File: config.mk
export PLATFORM = sky130hd
export DESIGN_NAME = hdlc_rx_address_status
export DESIGN_NICKNAME = d
export VERILOG_FILES = /design/src/design/hdlc_rx_pkg.sv /design/src/design/bit_sync.sv /design/src/design/hdlc_rx_address_status.sv
export SDC_FILE = /design/constraint.sdc
export NUM_CORES = 1
export LEC_CHECK = 0
export ABC_AREA = 1
export BUFFER_PORTS_ARGS = -buffer_cell sky130_fd_sc_hd__buf_2
export CORE_UTILIZATION = 45
export CTS_BUF_LIST = sky130_fd_sc_hd__clkbuf_16
export DETAILED_ROUTE_END_ITERATION = 10
export PLACE_DENSITY = 0.68
export SLEW_MARGIN = 0
export SYNTH_ARGS = -nofsm -noshare
export SYNTH_HDL_FRONTEND = slang
export SYNTH_SLANG_ARGS = --single-unit
File: constraint.sdc
create_clock -name clk -period 16.5 [get_ports clk]
set_clock_uncertainty 0.15 [all_clocks]
set_input_delay 4.125 -clock clk [delete_from_list [all_inputs] [get_ports clk]]
set_output_delay 4.125 -clock clk [all_outputs]
set_load 0.1 [all_outputs]
File: src/design/hdlc_rx_pkg.sv
`default_nettype none
package hdlc_rx_pkg;
	// register indices; byte address is index times four
	localparam logic [7:0] IDX_HIGH_ADDR_COMPARE_FIRST  = 8'h20;
	localparam logic [7:0] IDX_RX_FRAME_STATUS          = 8'h21;
	localparam logic [7:0] IDX_LOW_ADDR_COMPARE_FIRST   = 8'h22;
	localparam logic [7:0] IDX_RX_CONTROL_FIELD         = 8'h23;
	localparam logic [7:0] IDX_RX_BYTE_COUNT_LOW        = 8'h25;
	localparam logic [7:0] IDX_RX_BYTE_COUNT_HIGH       = 8'h26;
	localparam logic [7:0] IDX_HIGH_ADDR_COMPARE_SECOND = 8'h27;
	localparam logic [7:0] IDX_LOW_ADDR_COMPARE_SECOND  = 8'h29;
	localparam logic [7:0] IDX_RX_MODE                  = 8'h2a;
	localparam int         IDX_SHIFT                    = 2;
	localparam logic [7:0] REG_RESET                    = 8'h00;

	// mode register fields
	localparam int MODE_SEL_HI    = 7;
	localparam int MODE_SEL_LO    = 6;
	localparam int MODE_ADDR_LEN  = 5;
	localparam int MODE_RX_ACTIVE = 3;
	// bit 1 of the high compare registers; compare from bit 2 up
	localparam int CMD_RESP_BIT   = 1;
	localparam int MODULUS_BIT    = 1;
	localparam int HIGH_CMP_LSB   = 2;

	// status byte layout
	localparam int ST_VALID    = 7;
	localparam int ST_OVERFLOW = 6;
	localparam int ST_CRC      = 5;
	localparam int ST_ABORT    = 4;
	localparam int ST_CR       = 1;
	localparam int ST_LOW      = 0;
	localparam int CNT_OVF_BIT = 4;

	localparam logic [1:0] HI_CODE_FIRST  = 2'b10;
	localparam logic [1:0] HI_CODE_SECOND = 2'b00;
	localparam logic [1:0] HI_CODE_GROUP  = 2'b01;
	// fe and fc differ only in the c/r bit, so one masked compare
	localparam logic [7:0] GROUP_ADDR     = 8'hfc;
	localparam logic [7:0] GROUP_MASK     = 8'hfd;
	localparam logic [1:0] CTRL_S_CODE    = 2'b01;

	// frame check sequence, lsb first
	localparam logic [15:0] CRC_INIT = 16'hffff;
	localparam logic [15:0] CRC_POLY = 16'h8408;
	localparam logic [15:0] CRC_GOOD = 16'hf0b8;

	// frame length limits in bytes
	localparam logic [11:0] MIN_LEN_ADDR16 = 12'h004;
	localparam logic [11:0] MIN_LEN_ADDR8  = 12'h003;
	localparam logic [11:0] MIN_LEN_TR1    = 12'h003;
	localparam logic [11:0] MIN_LEN_TR0    = 12'h002;
	localparam logic [11:0] FCS_BYTES      = 12'h002;
	localparam logic [11:0] COUNT_MAX      = 12'hfff;

	// bit-level framing
	localparam logic [2:0] FLAG_ONES  = 3'd6;
	localparam logic [2:0] STUFF_ONES = 3'd5;
	localparam logic [2:0] MAX_ONES   = 3'd7;
	localparam logic [2:0] PIPE_DEPTH = 3'd6;
	localparam logic [2:0] LAST_BIT   = 3'd7;

	typedef enum logic [1:0] {
		OP_AUTO    = 2'b00,
		OP_NONAUTO = 2'b01,
		OP_TRANSP  = 2'b10,
		OP_EXT     = 2'b11
	} op_mode_e;

	typedef enum logic [1:0] {
		ST_HUNT  = 2'b01,
		ST_FRAME = 2'b10
	} fstate_e;
endpackage : hdlc_rx_pkg
`default_nettype wire

File: src/design/bit_sync.sv
`timescale 1ns/1ps
`default_nettype none
// two-stage synchroniser; only the second stage is visible
module bit_sync
(
	// clock and reset
	input  wire logic clk,
	input  wire logic rst_n,
	// level in and out
	input  wire logic d,
	output logic      q
);
	typedef struct packed {
		logic meta; // first stage, read only by second
		logic hold; // second stage
	} sync_s;

	sync_s s_q;
	sync_s s_d;

	// shift one stage per clock
	always_comb
	begin
		s_d.meta = d;
		s_d.hold = s_q.meta;
	end

	// stages clear under reset
	always_ff @(posedge clk or negedge rst_n)
	begin
		if (!rst_n)
			s_q <= '0;
		else
			s_q <= s_d;
	end

	assign q = s_q.hold;
endmodule : bit_sync
`default_nettype wire

File: src/design/hdlc_rx_address_status.sv
`timescale 1ns/1ps
`default_nettype none
module hdlc_rx_address_status
	import hdlc_rx_pkg::*;
(
	// clock and reset
	input  wire logic        clk,
	input  wire logic        reset_n,
	// apb slave
	input  wire logic [7:0]  paddr,
	input  wire logic        psel,
	input  wire logic        penable,
	input  wire logic        pwrite,
	input  wire logic [31:0] pwdata,
	output logic      [31:0] prdata,
	output logic             pready,
	output logic             pslverr,
	// serial receive link
	input  wire logic        rx_clk,
	input  wire logic        rx_data,
	// receive queue write side
	input  wire logic        queue_ready,
	output logic      [7:0]  queue_data,
	output logic             queue_valid,
	output logic             queue_last,
	// frame events
	output logic             rx_message_end_irq,
	output logic             cr_is_response
);
	typedef struct packed {
		fstate_e     fst;       // frame hunt or inside frame
		logic [7:0]  mode;      // operating mode register
		logic [7:0]  high_addr_compare_first;      // first high compare, c/r meaning
		logic [7:0]  high_addr_compare_second;      // second high compare, modulus
		logic [7:0]  low_addr_compare_first;      // first low compare
		logic [7:0]  low_addr_compare_second;      // second low compare
		logic [7:0]  rx_frame_status;      // last frame status
		logic [7:0]  rx_control_field;      // last control field
		logic [7:0]  low_addr_compare_first_rx;   // received byte for read-back
		logic [11:0] rbc;       // reported byte count
		logic        cnt_ovf;   // reported count overflow
		logic        clk_prev;  // last sampled link clock
		logic [2:0]  ones;      // run of ones on the line
		logic [5:0]  pipe;      // holds bits that may be a flag
		logic [2:0]  pipe_n;    // bits in the pipe
		logic [7:0]  sh;        // byte assembly
		logic [2:0]  nbit;      // bits in assembly
		logic [15:0] crc;       // running check
		logic [11:0] nbytes;    // bytes in frame, incl. check
		logic        nb_ovf;    // frame ran past the limit
		logic [7:0]  b1;        // first frame bytes
		logic [7:0]  b2;
		logic [7:0]  b3;
		logic [7:0]  b4;
		logic [7:0]  d1;        // delay so check bytes stay out
		logic [7:0]  d2;
		logic [1:0]  dn;
		logic        rx_overflow_flag;       // data lost in this frame
		logic [7:0]  xsh;       // raw assembly, no framing
		logic [2:0]  xn;
		logic [7:0]  q_data;
		logic        q_valid;
		logic        q_last;
		logic        irq;
		logic        upd;       // registers loaded this cycle
		logic        cr_resp;
		logic [31:0] prdata;
		logic        pready;
		logic        pslverr;
	} st_s;

	st_s s_q;
	st_s s_d;

	logic        rst_s;     // released reset
	logic        rx_clk_s;  // synchronised link clock
	logic        rx_data_s; // synchronised link data
	logic        push_try;  // a data byte wants the queue

	// reset release and link inputs through two flops
	bit_sync u_rst_sync (
		.clk   (clk),
		.rst_n (reset_n),
		.d     (1'b1),
		.q     (rst_s)
	);
	bit_sync u_clk_sync (
		.clk   (clk),
		.rst_n (rst_s),
		.d     (rx_clk),
		.q     (rx_clk_s)
	);
	bit_sync u_data_sync (
		.clk   (clk),
		.rst_n (rst_s),
		.d     (rx_data),
		.q     (rx_data_s)
	);

	// mode decode
	op_mode_e    op;
	logic        address_length_sel;
	logic        addr_mode;
	logic        is_tr;
	logic        is_ext;
	assign op        = op_mode_e'(s_q.mode[MODE_SEL_HI:MODE_SEL_LO]);
	assign address_length_sel       = s_q.mode[MODE_ADDR_LEN];
	assign addr_mode = (op == OP_AUTO) || (op == OP_NONAUTO);
	assign is_tr     = (op == OP_TRANSP);
	assign is_ext    = (op == OP_EXT);

	// address evaluation on the stored header bytes
	logic [7:0]  lo_byte;
	logic        hit1;
	logic        hit2;
	logic        grp;
	logic        uses_hi;
	logic        lo1;
	logic        lo2;
	logic        addr_ok;
	logic [1:0]  hi_code;
	assign lo_byte = address_length_sel ? s_q.b2 : s_q.b1;
	assign hit1 = s_q.b1[7:HIGH_CMP_LSB] == s_q.high_addr_compare_first[7:HIGH_CMP_LSB];
	assign hit2 = s_q.b1[7:HIGH_CMP_LSB] == s_q.high_addr_compare_second[7:HIGH_CMP_LSB];
	assign grp  = (s_q.b1 & GROUP_MASK) == GROUP_ADDR;
	// first register wins, so equal values never give the second code
	assign hi_code = hit1 ? HI_CODE_FIRST :
		(hit2 ? HI_CODE_SECOND : HI_CODE_GROUP);
	assign uses_hi = address_length_sel && (addr_mode || is_tr);
	assign lo1 = lo_byte == s_q.low_addr_compare_first;
	assign lo2 = lo_byte == s_q.low_addr_compare_second;
	assign addr_ok = (!uses_hi || hit1 || hit2 || grp)
		&& (!addr_mode || lo1 || lo2);

	// length, control field and check evaluation
	logic [11:0] min_len;
	logic [11:0] data_bytes;
	logic [7:0]  ctrl1;
	logic [7:0]  ctrl2;
	logic        sframe;
	logic        compress;
	logic [7:0]  ctrl_val;
	logic        frame_ok;
	assign min_len = addr_mode ? (address_length_sel ? MIN_LEN_ADDR16 : MIN_LEN_ADDR8)
		: (address_length_sel ? MIN_LEN_TR1 : MIN_LEN_TR0);
	assign data_bytes = s_q.nbytes - FCS_BYTES;
	assign ctrl1 = uses_hi ? s_q.b3 : s_q.b2;
	assign ctrl2 = uses_hi ? s_q.b4 : s_q.b3;
	assign sframe = (op == OP_AUTO) && (ctrl1[1:0] == CTRL_S_CODE);
	// mod 128 i-frame: low three bits of n(r), p, n(s), zero
	assign compress = (op == OP_AUTO) && s_q.high_addr_compare_second[MODULUS_BIT]
		&& !ctrl1[0];
	assign ctrl_val = compress ? {ctrl2[3:1], ctrl2[0], ctrl1[3:1], 1'b0}
		: ctrl1;
	// bit alignment and data length decide validity
	assign frame_ok = (s_q.nbit == 3'd0) && (data_bytes >= min_len);

	// next-state logic
	always_comb
	begin
		logic       edge_seen;
		logic       bit_in;
		logic       fin;
		logic       fin_abort;
		logic       emit;
		logic       emit_bit;
		logic [7:0] byte_now;
		logic [15:0] crc_n;
		edge_seen = rx_clk_s && !s_q.clk_prev;
		bit_in    = rx_data_s;
		fin       = 1'b0;
		fin_abort = 1'b0;
		emit      = 1'b0;
		emit_bit  = 1'b0;
		byte_now  = {bit_in, s_q.sh[7:1]};
		crc_n     = s_q.crc;
		push_try  = 1'b0;
		s_d = s_q;
		s_d.clk_prev = rx_clk_s;
		s_d.q_valid = 1'b0;
		s_d.q_last  = 1'b0;
		s_d.upd     = 1'b0;
		// status byte and irq one cycle after the registers load
		s_d.irq = s_q.upd;
		if (s_q.upd)
		begin
			s_d.q_valid = 1'b1;
			s_d.q_last  = 1'b1;
			s_d.q_data  = s_q.rx_frame_status;
		end

		// apb: one wait state, answer registered
		if (psel && penable && !s_q.pready)
		begin
			s_d.pready  = 1'b1;
			s_d.pslverr = 1'b0;
			s_d.prdata  = '0;
			unique case (paddr[7:IDX_SHIFT])
				IDX_RX_FRAME_STATUS[5:0]:
					s_d.prdata[7:0] = s_q.rx_frame_status;
				IDX_RX_CONTROL_FIELD[5:0]:
					s_d.prdata[7:0] = s_q.rx_control_field;
				IDX_RX_BYTE_COUNT_LOW[5:0]:
					s_d.prdata[7:0] = s_q.rbc[7:0];
				IDX_RX_BYTE_COUNT_HIGH[5:0]:
					s_d.prdata[7:0] = {3'b000, s_q.cnt_ovf,
						s_q.rbc[11:8]};
				IDX_LOW_ADDR_COMPARE_FIRST[5:0]:
					// address modes keep it write-only
					s_d.prdata[7:0] = addr_mode ? REG_RESET
						: s_q.low_addr_compare_first_rx;
				IDX_RX_MODE[5:0]:
					s_d.prdata[7:0] = s_q.mode;
				IDX_HIGH_ADDR_COMPARE_FIRST[5:0],
				IDX_HIGH_ADDR_COMPARE_SECOND[5:0],
				IDX_LOW_ADDR_COMPARE_SECOND[5:0]:
					s_d.prdata[7:0] = REG_RESET; // write-only
				default:
					s_d.pslverr = 1'b1; // unmapped
			endcase
		end
		else
		begin
			s_d.pready  = 1'b0;
			s_d.pslverr = 1'b0;
		end
		// writes land on the edge that samples pready high
		if (psel && penable && s_q.pready && pwrite && !s_q.pslverr)
		begin
			unique case (paddr[7:IDX_SHIFT])
				IDX_HIGH_ADDR_COMPARE_FIRST[5:0]:
					s_d.high_addr_compare_first = pwdata[7:0];
				IDX_HIGH_ADDR_COMPARE_SECOND[5:0]:
					s_d.high_addr_compare_second = pwdata[7:0];
				IDX_LOW_ADDR_COMPARE_FIRST[5:0]:
					s_d.low_addr_compare_first = pwdata[7:0];
				IDX_LOW_ADDR_COMPARE_SECOND[5:0]:
					s_d.low_addr_compare_second = pwdata[7:0];
				IDX_RX_MODE[5:0]:
					s_d.mode = pwdata[7:0];
				default:
					s_d.mode = s_q.mode; // read-only: ignored
			endcase
		end

		// one line bit per rising link clock edge
		if (edge_seen)
		begin
			s_d.ones = bit_in ? ((s_q.ones == MAX_ONES) ? MAX_ONES
				: s_q.ones + 3'd1) : 3'd0;
			if (is_ext)
			begin
				// no framing: raw octets go to the read-back register
				s_d.fst = ST_HUNT;
				s_d.xsh = {bit_in, s_q.xsh[7:1]};
				s_d.xn  = s_q.xn + 3'd1;
				if (s_q.xn == LAST_BIT)
				begin
					s_d.low_addr_compare_first_rx = {bit_in, s_q.xsh[7:1]};
					if (address_length_sel)
					begin
						s_d.q_valid = queue_ready;
						s_d.q_data  = {bit_in, s_q.xsh[7:1]};
					end
				end
			end
			else if (!s_q.mode[MODE_RX_ACTIVE])
				s_d.fst = ST_HUNT;
			else if (s_q.ones == FLAG_ONES && !bit_in)
			begin
				// flag closes any frame and opens the next
				fin = (s_q.fst == ST_FRAME) && (s_q.nbytes != 12'h000);
				s_d.fst    = ST_FRAME;
				s_d.pipe_n = 3'd0;
				s_d.nbit   = 3'd0;
				s_d.nbytes = 12'h000;
				s_d.nb_ovf = 1'b0;
				s_d.crc    = CRC_INIT;
				s_d.dn     = 2'd0;
				s_d.rx_overflow_flag    = 1'b0;
			end
			else if (s_q.ones >= FLAG_ONES && bit_in)
			begin
				// seven ones: the far end aborted
				fin = (s_q.fst == ST_FRAME) && (s_q.nbytes != 12'h000);
				fin_abort = 1'b1;
				s_d.fst = ST_HUNT;
			end
			else if (s_q.fst == ST_FRAME && s_q.ones != STUFF_ONES)
			begin
				// after five ones the next bit stays out of the pipe: a zero is stuffing, a one starts a flag or abort
				s_d.pipe = {bit_in, s_q.pipe[5:1]};
				if (s_q.pipe_n == PIPE_DEPTH)
				begin
					emit     = 1'b1;
					emit_bit = s_q.pipe[0];
				end
				else
					s_d.pipe_n = s_q.pipe_n + 3'd1;
			end
		end

		// byte assembly and check behind the flag pipe
		if (emit)
		begin
			byte_now = {emit_bit, s_q.sh[7:1]};
			crc_n = {1'b0, s_q.crc[15:1]}
				^ ((s_q.crc[0] ^ emit_bit) ? CRC_POLY : 16'h0000);
			s_d.crc  = crc_n;
			s_d.sh   = byte_now;
			s_d.nbit = s_q.nbit + 3'd1;
			if (s_q.nbit == LAST_BIT)
			begin
				s_d.nbytes = (s_q.nbytes == COUNT_MAX) ? COUNT_MAX
					: s_q.nbytes + 12'h001;
				if (s_q.nbytes == COUNT_MAX)
					s_d.nb_ovf = 1'b1;
				unique case (s_q.nbytes)
					12'h000: s_d.b1 = byte_now;
					12'h001: s_d.b2 = byte_now;
					12'h002: s_d.b3 = byte_now;
					12'h003: s_d.b4 = byte_now;
					default: s_d.b4 = s_q.b4;
				endcase
				// two bytes held back so the check bytes never leave
				s_d.d1 = byte_now;
				s_d.d2 = s_q.d1;
				if (s_q.dn == 2'd2)
				begin
					push_try = 1'b1;
					s_d.q_data  = s_q.d2;
					s_d.q_valid = queue_ready;
					if (!queue_ready)
						s_d.rx_overflow_flag = 1'b1;
				end
				else
					s_d.dn = s_q.dn + 2'd1;
			end
		end

		// frame end: load all result registers in one cycle
		if (fin && s_q.nbytes >= min_len
			&& (fin_abort || (addr_ok && !sframe)))
		begin
			s_d.upd  = 1'b1;
			s_d.rx_frame_status = {frame_ok && !fin_abort, s_q.rx_overflow_flag,
				s_q.crc == CRC_GOOD, fin_abort, hi_code,
				s_q.b1[CMD_RESP_BIT], lo1};
			s_d.rbc     = data_bytes;
			s_d.cnt_ovf = s_q.nb_ovf;
			s_d.rx_control_field    = ctrl_val;
			// interpret flag set: a received one means response
			s_d.cr_resp = s_q.high_addr_compare_first[CMD_RESP_BIT] ? s_q.b1[CMD_RESP_BIT]
				: !s_q.b1[CMD_RESP_BIT];
			if (is_tr)
				s_d.low_addr_compare_first_rx = address_length_sel ? s_q.b2 : s_q.b1;
		end
	end

	// state register; constants only under reset
	always_ff @(posedge clk or negedge rst_s)
	begin
		if (!rst_s)
		begin
			s_q      <= '0;
			s_q.fst  <= ST_HUNT;
			s_q.crc  <= CRC_INIT;
			s_q.mode <= REG_RESET;
		end
		else
			s_q <= s_d;
	end

	assign prdata             = s_q.prdata;
	assign pready             = s_q.pready;
	assign pslverr            = s_q.pslverr;
	assign queue_data         = s_q.q_data;
	assign queue_valid        = s_q.q_valid;
	assign queue_last         = s_q.q_last;
	assign rx_message_end_irq = s_q.irq;
	assign cr_is_response     = s_q.cr_resp;
endmodule : hdlc_rx_address_status
`default_nettype wire

; ---- Yosys cells after proc, flatten, opt, wreduce, memory -nomap -nowiden
; Index checks and enable logic that the tools add are counted.
[totals]
register_bits = 223
input_bits = 48
output_inout_bits = 46
word_cells = 238
[op_classes]
add_sub_neg = 7
order_cmp = 3
n_eq_ne = 35
n_mux = 81
bitwise = 5
n_reduce_logical = 62
[ops]
columns = cell, n
row1 = 32-bit 2-to-1 mux, 4
row2 = 8-bit 2-to-1 mux, 12
row3 = 83-bit 2-to-1 mux, 1
row4 = 64-bit 2-to-1 mux, 1
row5 = "6-bit equality test, second input constant", 9
row6 = 8-bit one-hot mux with 6 select lines, 1
row7 = 9-bit 2-to-1 mux, 5
row8 = 3-bit 2-to-1 mux, 11
row9 = 1-bit 2-to-1 mux, 31
row10 = "12-bit by 2-bit equality test with 1-bit output, second input constant", 2
row11 = 12-bit by 3-bit greater-or-equal comparator with 1-bit output, 2
row12 = 23-bit 2-to-1 mux, 1
row13 = 21-bit 2-to-1 mux, 1
row14 = 1-bit logical AND, 20
row15 = 20-bit 2-to-1 mux, 1
row16 = "16-bit equality test, second input constant", 1
row17 = 8-bit equality test, 2
row18 = 16-bit 2-to-1 mux, 1
row19 = 2-bit 2-to-1 mux, 8
row20 = 2-bit AND reduction, 8
row21 = 15-bit by 16-bit bitwise XOR with 16-bit output, 1
row22 = "3-bit equality test, second input constant", 5
row23 = "12-bit by 1-bit adder with 12-bit output, second input constant", 1
row24 = "3-bit by 1-bit adder with 3-bit output, second input constant", 4
row25 = 29 further kinds, 60

; ---- Depth between registers and ports, before layout
[depth]
depth_word = 13
depth_mapped = 17
mapped_depth_nobuf = 15

; ---- Modules after synthesis
; A second synthesis with hierarchy kept.
[hier_totals]
hier_cells = 1355
area_unflattened_um2 = 10924.2
[modules_own_cells]
columns = module, n_inst, cells_each, area_per_inst_um2, seq_area_each_um2
row1 = hdlc_rx_address_status, 1, 1349, 10774.1, 5226.3
row2 = bit_sync, 3, 2, 50.0, 50.0

; ---- Least setup slack after synthesis
; OpenSTA, ideal clock, no wires.
[synth_timing]
kind = reg2out
from = register s_q, in the netlist rx_message_end_irq
to = output port rx_message_end_irq
arrival_ps = 1324
required_time_ps = 12225
slack_ps = 10901
path_stages_with_launch = 2
cell_sequence = dfrtp_1 > buf_4
[synth_rtl]
columns = item, line
row1 = from (decl), hdlc_rx_address_status.sv:72  ; st_s s_q;
row2 = to (decl), hdlc_rx_address_status.sv:27  ; output logic rx_message_end_irq,
; No word-level cell between the ends.

; ---- Worst setup path in the final report
[layout_timing]
from = input port paddr[3]
to = register s_q[213] (netlist name)
[layout_via]
elab_chain_cells = 2
[layout_lines]
columns = item, line
row1 = from (decl), hdlc_rx_address_status.sv:10  ; input wire logic [7:0] paddr,
row2 = 6-bit equality test, hdlc_rx_address_status.sv:230  ; unique case (paddr[7:IDX_SHIFT])
row3 = 2-bit AND reduction (no source line), --
; Every way passes these cells.
; A chain may end at the register's enable or synchronous reset.

==> impl.org <==
** Outcome
- The run finished with clean final reports.

** Timing
- Based on the critical path, the design can be clocked at up to 163 MHz.
- Max-slew headroom :: 28.7%
- For the pin with the worst max-slew slack, the measured transition is 1070 ps.
- The smallest clock period supported by the final layout is computed as 6140 ps.
- Final-layout setup total negative slack :: 0 ps
- Across all setup checks in the final design, the least slack found is 10360 ps.
- Setup repair after global routing left no endpoint under its margin.
- Final hold slack :: 189 ps
- The worst path uses 37.2% of the clock period.
- The final count of hold timing violations came to 0.
- The count of pins over their slew limit was 0.
- Setup violations remaining at the end of the flow were counted as 0.

** Worst setup path
- Of all nets on the critical path, the largest fanout is 16.
- Largest delay contributor family on the critical path :: simple AND/OR/NAND/NOR gates
- Element type at the critical path end :: flop
- At the worst endpoint, the required time is 16750 ps.
- Flop2flop setup slack :: 12590 ps
- Critical path cell sequence :: buf_2 > inv_1 > or2_2 > nor2_1 > nand3_1 > o21ai_0
- The critical path is of the in -> reg type.
- At the worst endpoint, the arrival time is 6400 ps.
- STA classifies the critical path startpoint as a primary input.
- The critical path contains buffers and inverters numbering 2 combined.
- The largest individual stage delay along the critical path comes from the cell nor2_1.
- In this design, the stage delay of the slowest critical-path cell is 800 ps.

** Yosys
- In this run the cell area of the synthesized design comes to 10900 um^2.
- The synthesized design devotes to its leading area cell type 45.1% of total area.
- Counting flops with a built-in enable in the synthesized netlist gives 0.
- dfrtp_1 takes more of the synthesized area than any other cell.
- Top cells by count, synth :: nand2_1 (414), dfrtp_1 (197), o21ai_0 (138)
- For this run, the register share of the synthesized area comes to 49.2%.
- nand2_1 is the most common cell in the netlist.
- Among all flip-flop cells after synthesis, the most frequent one is dfrtp_1.
- For this run, the number of Yosys warnings is 0.
- Library cells used by synthesis :: 44
- The synthesized design contains 214 register bits.
- Synthesis produced 1356 cells.
- Proportion of synthesized flip-flops having asynchronous set or reset :: 100%
- Ranking of synthesized cells by area :: dfrtp_1 (45%), nand2_1 (14%), o21ai_0 (6.3%)
- Syn_area_per_cell :: 8.06 um^2

** Detailed routing
- DR DRC count :: 0
- The first detailed-routing pass took 5 iterations.
- Post-DR wirelength/cell :: 15.7 um
- Summing over every cut layer, the via total after detailed routing is 8752.
- Routed wire length :: 26600 um
- The detail route stage leaves a number of antenna-violating nets equal to 0.
- For this block, the initial DRC count from the detailed router was 640.
- Routed via count divided by cell count :: 5.16

** Finish
- Once layout is done, the placed cells without fillers occupy 11800 um^2.
- From synthesis to final layout, the design area changed by 8.09%.
- Final cell count without fillers :: 1695
- Layout net count :: 1431
- Of the cells placed in the final design, the portion with a size suffix greater than 1 is 8.72%.
- # diodes :: 0

** Die
- Cell Rows :: 56
- The die covers 24900 um^2.
- Floorplan die width :: 158 um
- For this configuration, the core starts out at a cell density of 46.3%.
- 94 I/O pins were placed.
- The die is 158 um tall.
- Core area :: 23600 um^2

** Placed design
- Pre-CTS worst setup slack :: 9860 ps
- Routability Congestion :: 0.889
- The count of buffers added on input and output ports is 43.
- Detailed placement finished with a half-perimeter wire length of 18900 um.
- Instance area after placement :: 11100 um^2
- Number of placed instances with taps included :: 1654

** Power
- In this run the power spent charging and discharging nets is 0.000283 W.
- LEAKAGE :: 5.79 nW
- Sequential power share :: 48.4%
- Power density cells :: 94.1 nW/um^2
- Switching share of power :: 25.5%
- Portion of total power attributed to the clock network :: 44.6%
- Maximum VDD drop :: 53.0 uV
- Internal power of the cells :: 0.000828 W
- Combinational logic burns 7.0% of the power.

** Clock tree
- CTS Root Buffer Type :: clkbuf_16
- The number of setup buffers added after CTS is 0.
- Clock tree from TritonCTS :: done
- Resize count post-CTS :: 0
- Clk pin slew, worst setup/hold paths :: 50 ps
- Max clock buf depth :: 3
- For this design, the CTS-stage hold fixing added 0 buffers.
- CTS sink cnt :: 214
- Clock latency at the later pin of the worst-skew pair :: 520 ps
- Count of H-tree levels built during CTS :: 1
- In this run, CTS created clock tree buffers numbering 24.

** Global route
- Tot GR Track Use :: 22.4%
- The number of antenna violations at the first check in global routing was 0.
- First-pass GRT wire length :: 43400 um
- The via count of the first global-routing pass came to 8345.
- Entering global routing, the biggest net connects 168 pins.
- Global routing finished with a remaining overflow of 0.

** Run
- Maximum capacitance violations :: 0

** Hold path
- Hold crit path type :: reg -> async
worst reg2reg max path, delay by kind of cell, from the launching register on:
kind            cells  cell delay (ps)
simple gates        7             2880
flops               1              390
fa+ha+maj           1              210
buf+inv             1               90
compound gates      1               60
state kept, by name (all words and copies together), names as in the netlist, 2 cells and up:
name and count:
s_q 183, queue_data 8, prdata 8, op 2
placed cells by master (no fill, tap or decap), types with 2 or more instances in the layout:
cell type    n
nand2_1    414
dfrtp_1    196
o21ai_0    138
inv_1      131
nand3_1    104
nor2_1      71
a21oi_1     44
buf_2       43
conb_1      25
clkbuf_16   25
o211ai_1    22
ha_1        22
xor2_1      17
nand3b_1    17
dfstp_2     17
clkinv_1     9
nor3_1       9
nand2_2      8
nand4_1      7
mux2_2       6
o21ai_1      5
nor4_1       4
a41oi_1      4
clkinv_2     4
nor2_4       3
o22ai_1      3
inv_2        3
nor2_2       2
o31ai_1      2
a221oi_1     2
a21boi_0     2
xnor2_1      2
mux2i_1      2
through the flow:
stage          total power (W)  util [%]
6_report               0.00111      50.0
5_1_grt                0.00115      50.0
4_1_cts                0.00112      50.0
3_5_place_dp          0.000625      47.0
3_3_place_gp          0.000624      47.0
2_1_floorplan         0.000619         -
cells by family (layout without fill, tap and decap cells):
logic type	Yosys count	in the layout	synth area share, %
simple gates	643	643	24.8
compound gates	226	226	11.3
buf+inv	222	219	9.76
flops	214	214	49.2
fa+ha+maj	22	22	2.52
xor+xnor	19	19	1.52
mux	8	8	0.801
other cells	2	25	0.0687
power groups by stage:
stage	Sequential [W]	Clock, W	Combinational [W]
6_report	0.000538	0.000496	0.0000776
3_5_place_dp	0.000547	0	0.0000781
2_1_floorplan	0.000553	0	0.0000656
5_1_grt	0.000539	0.000526	0.0000834
3_3_place_gp	0.000547	0	0.0000775
4_1_cts	0.000538	0.000506	0.0000782
routing by layer:
metal,routed length [um],GRT usage (%)
met1,12400,31.1
met2,12300,36.0
met3,1080,2.41
met4,851,8.23
met5,0,0
path summary, 6_finish.rpt:
| path | cells past startpoint | endpoint | start |
|---|---|---|---|
| min in group clk | 0 | u_rst_sync.q | u_rst_sync.s_d[0] |
| worst min register to register | 0 | s_q[106] | u_rst_sync.q |
| worst max register to register | 10 | s_q[104] | s_q[158] |
| worst min-delay path | 0 | s_q[106] | u_rst_sync.q |
| max in group asynchronous | 1 | u_rst_sync.q | reset_n |
| worst max-delay path | 6 | s_q[213] | paddr[3] |
area by class of cell:
class,instances,area [um^2]
sequential,214,5380
tap,319,399
clock buffer,25,626
inverter,133,499
timing repair buffer,45,243
fill,2265,11800
multi-input combinational,943,4570
clock inverter,16,95.1
(Power assumes the default switching activity.)
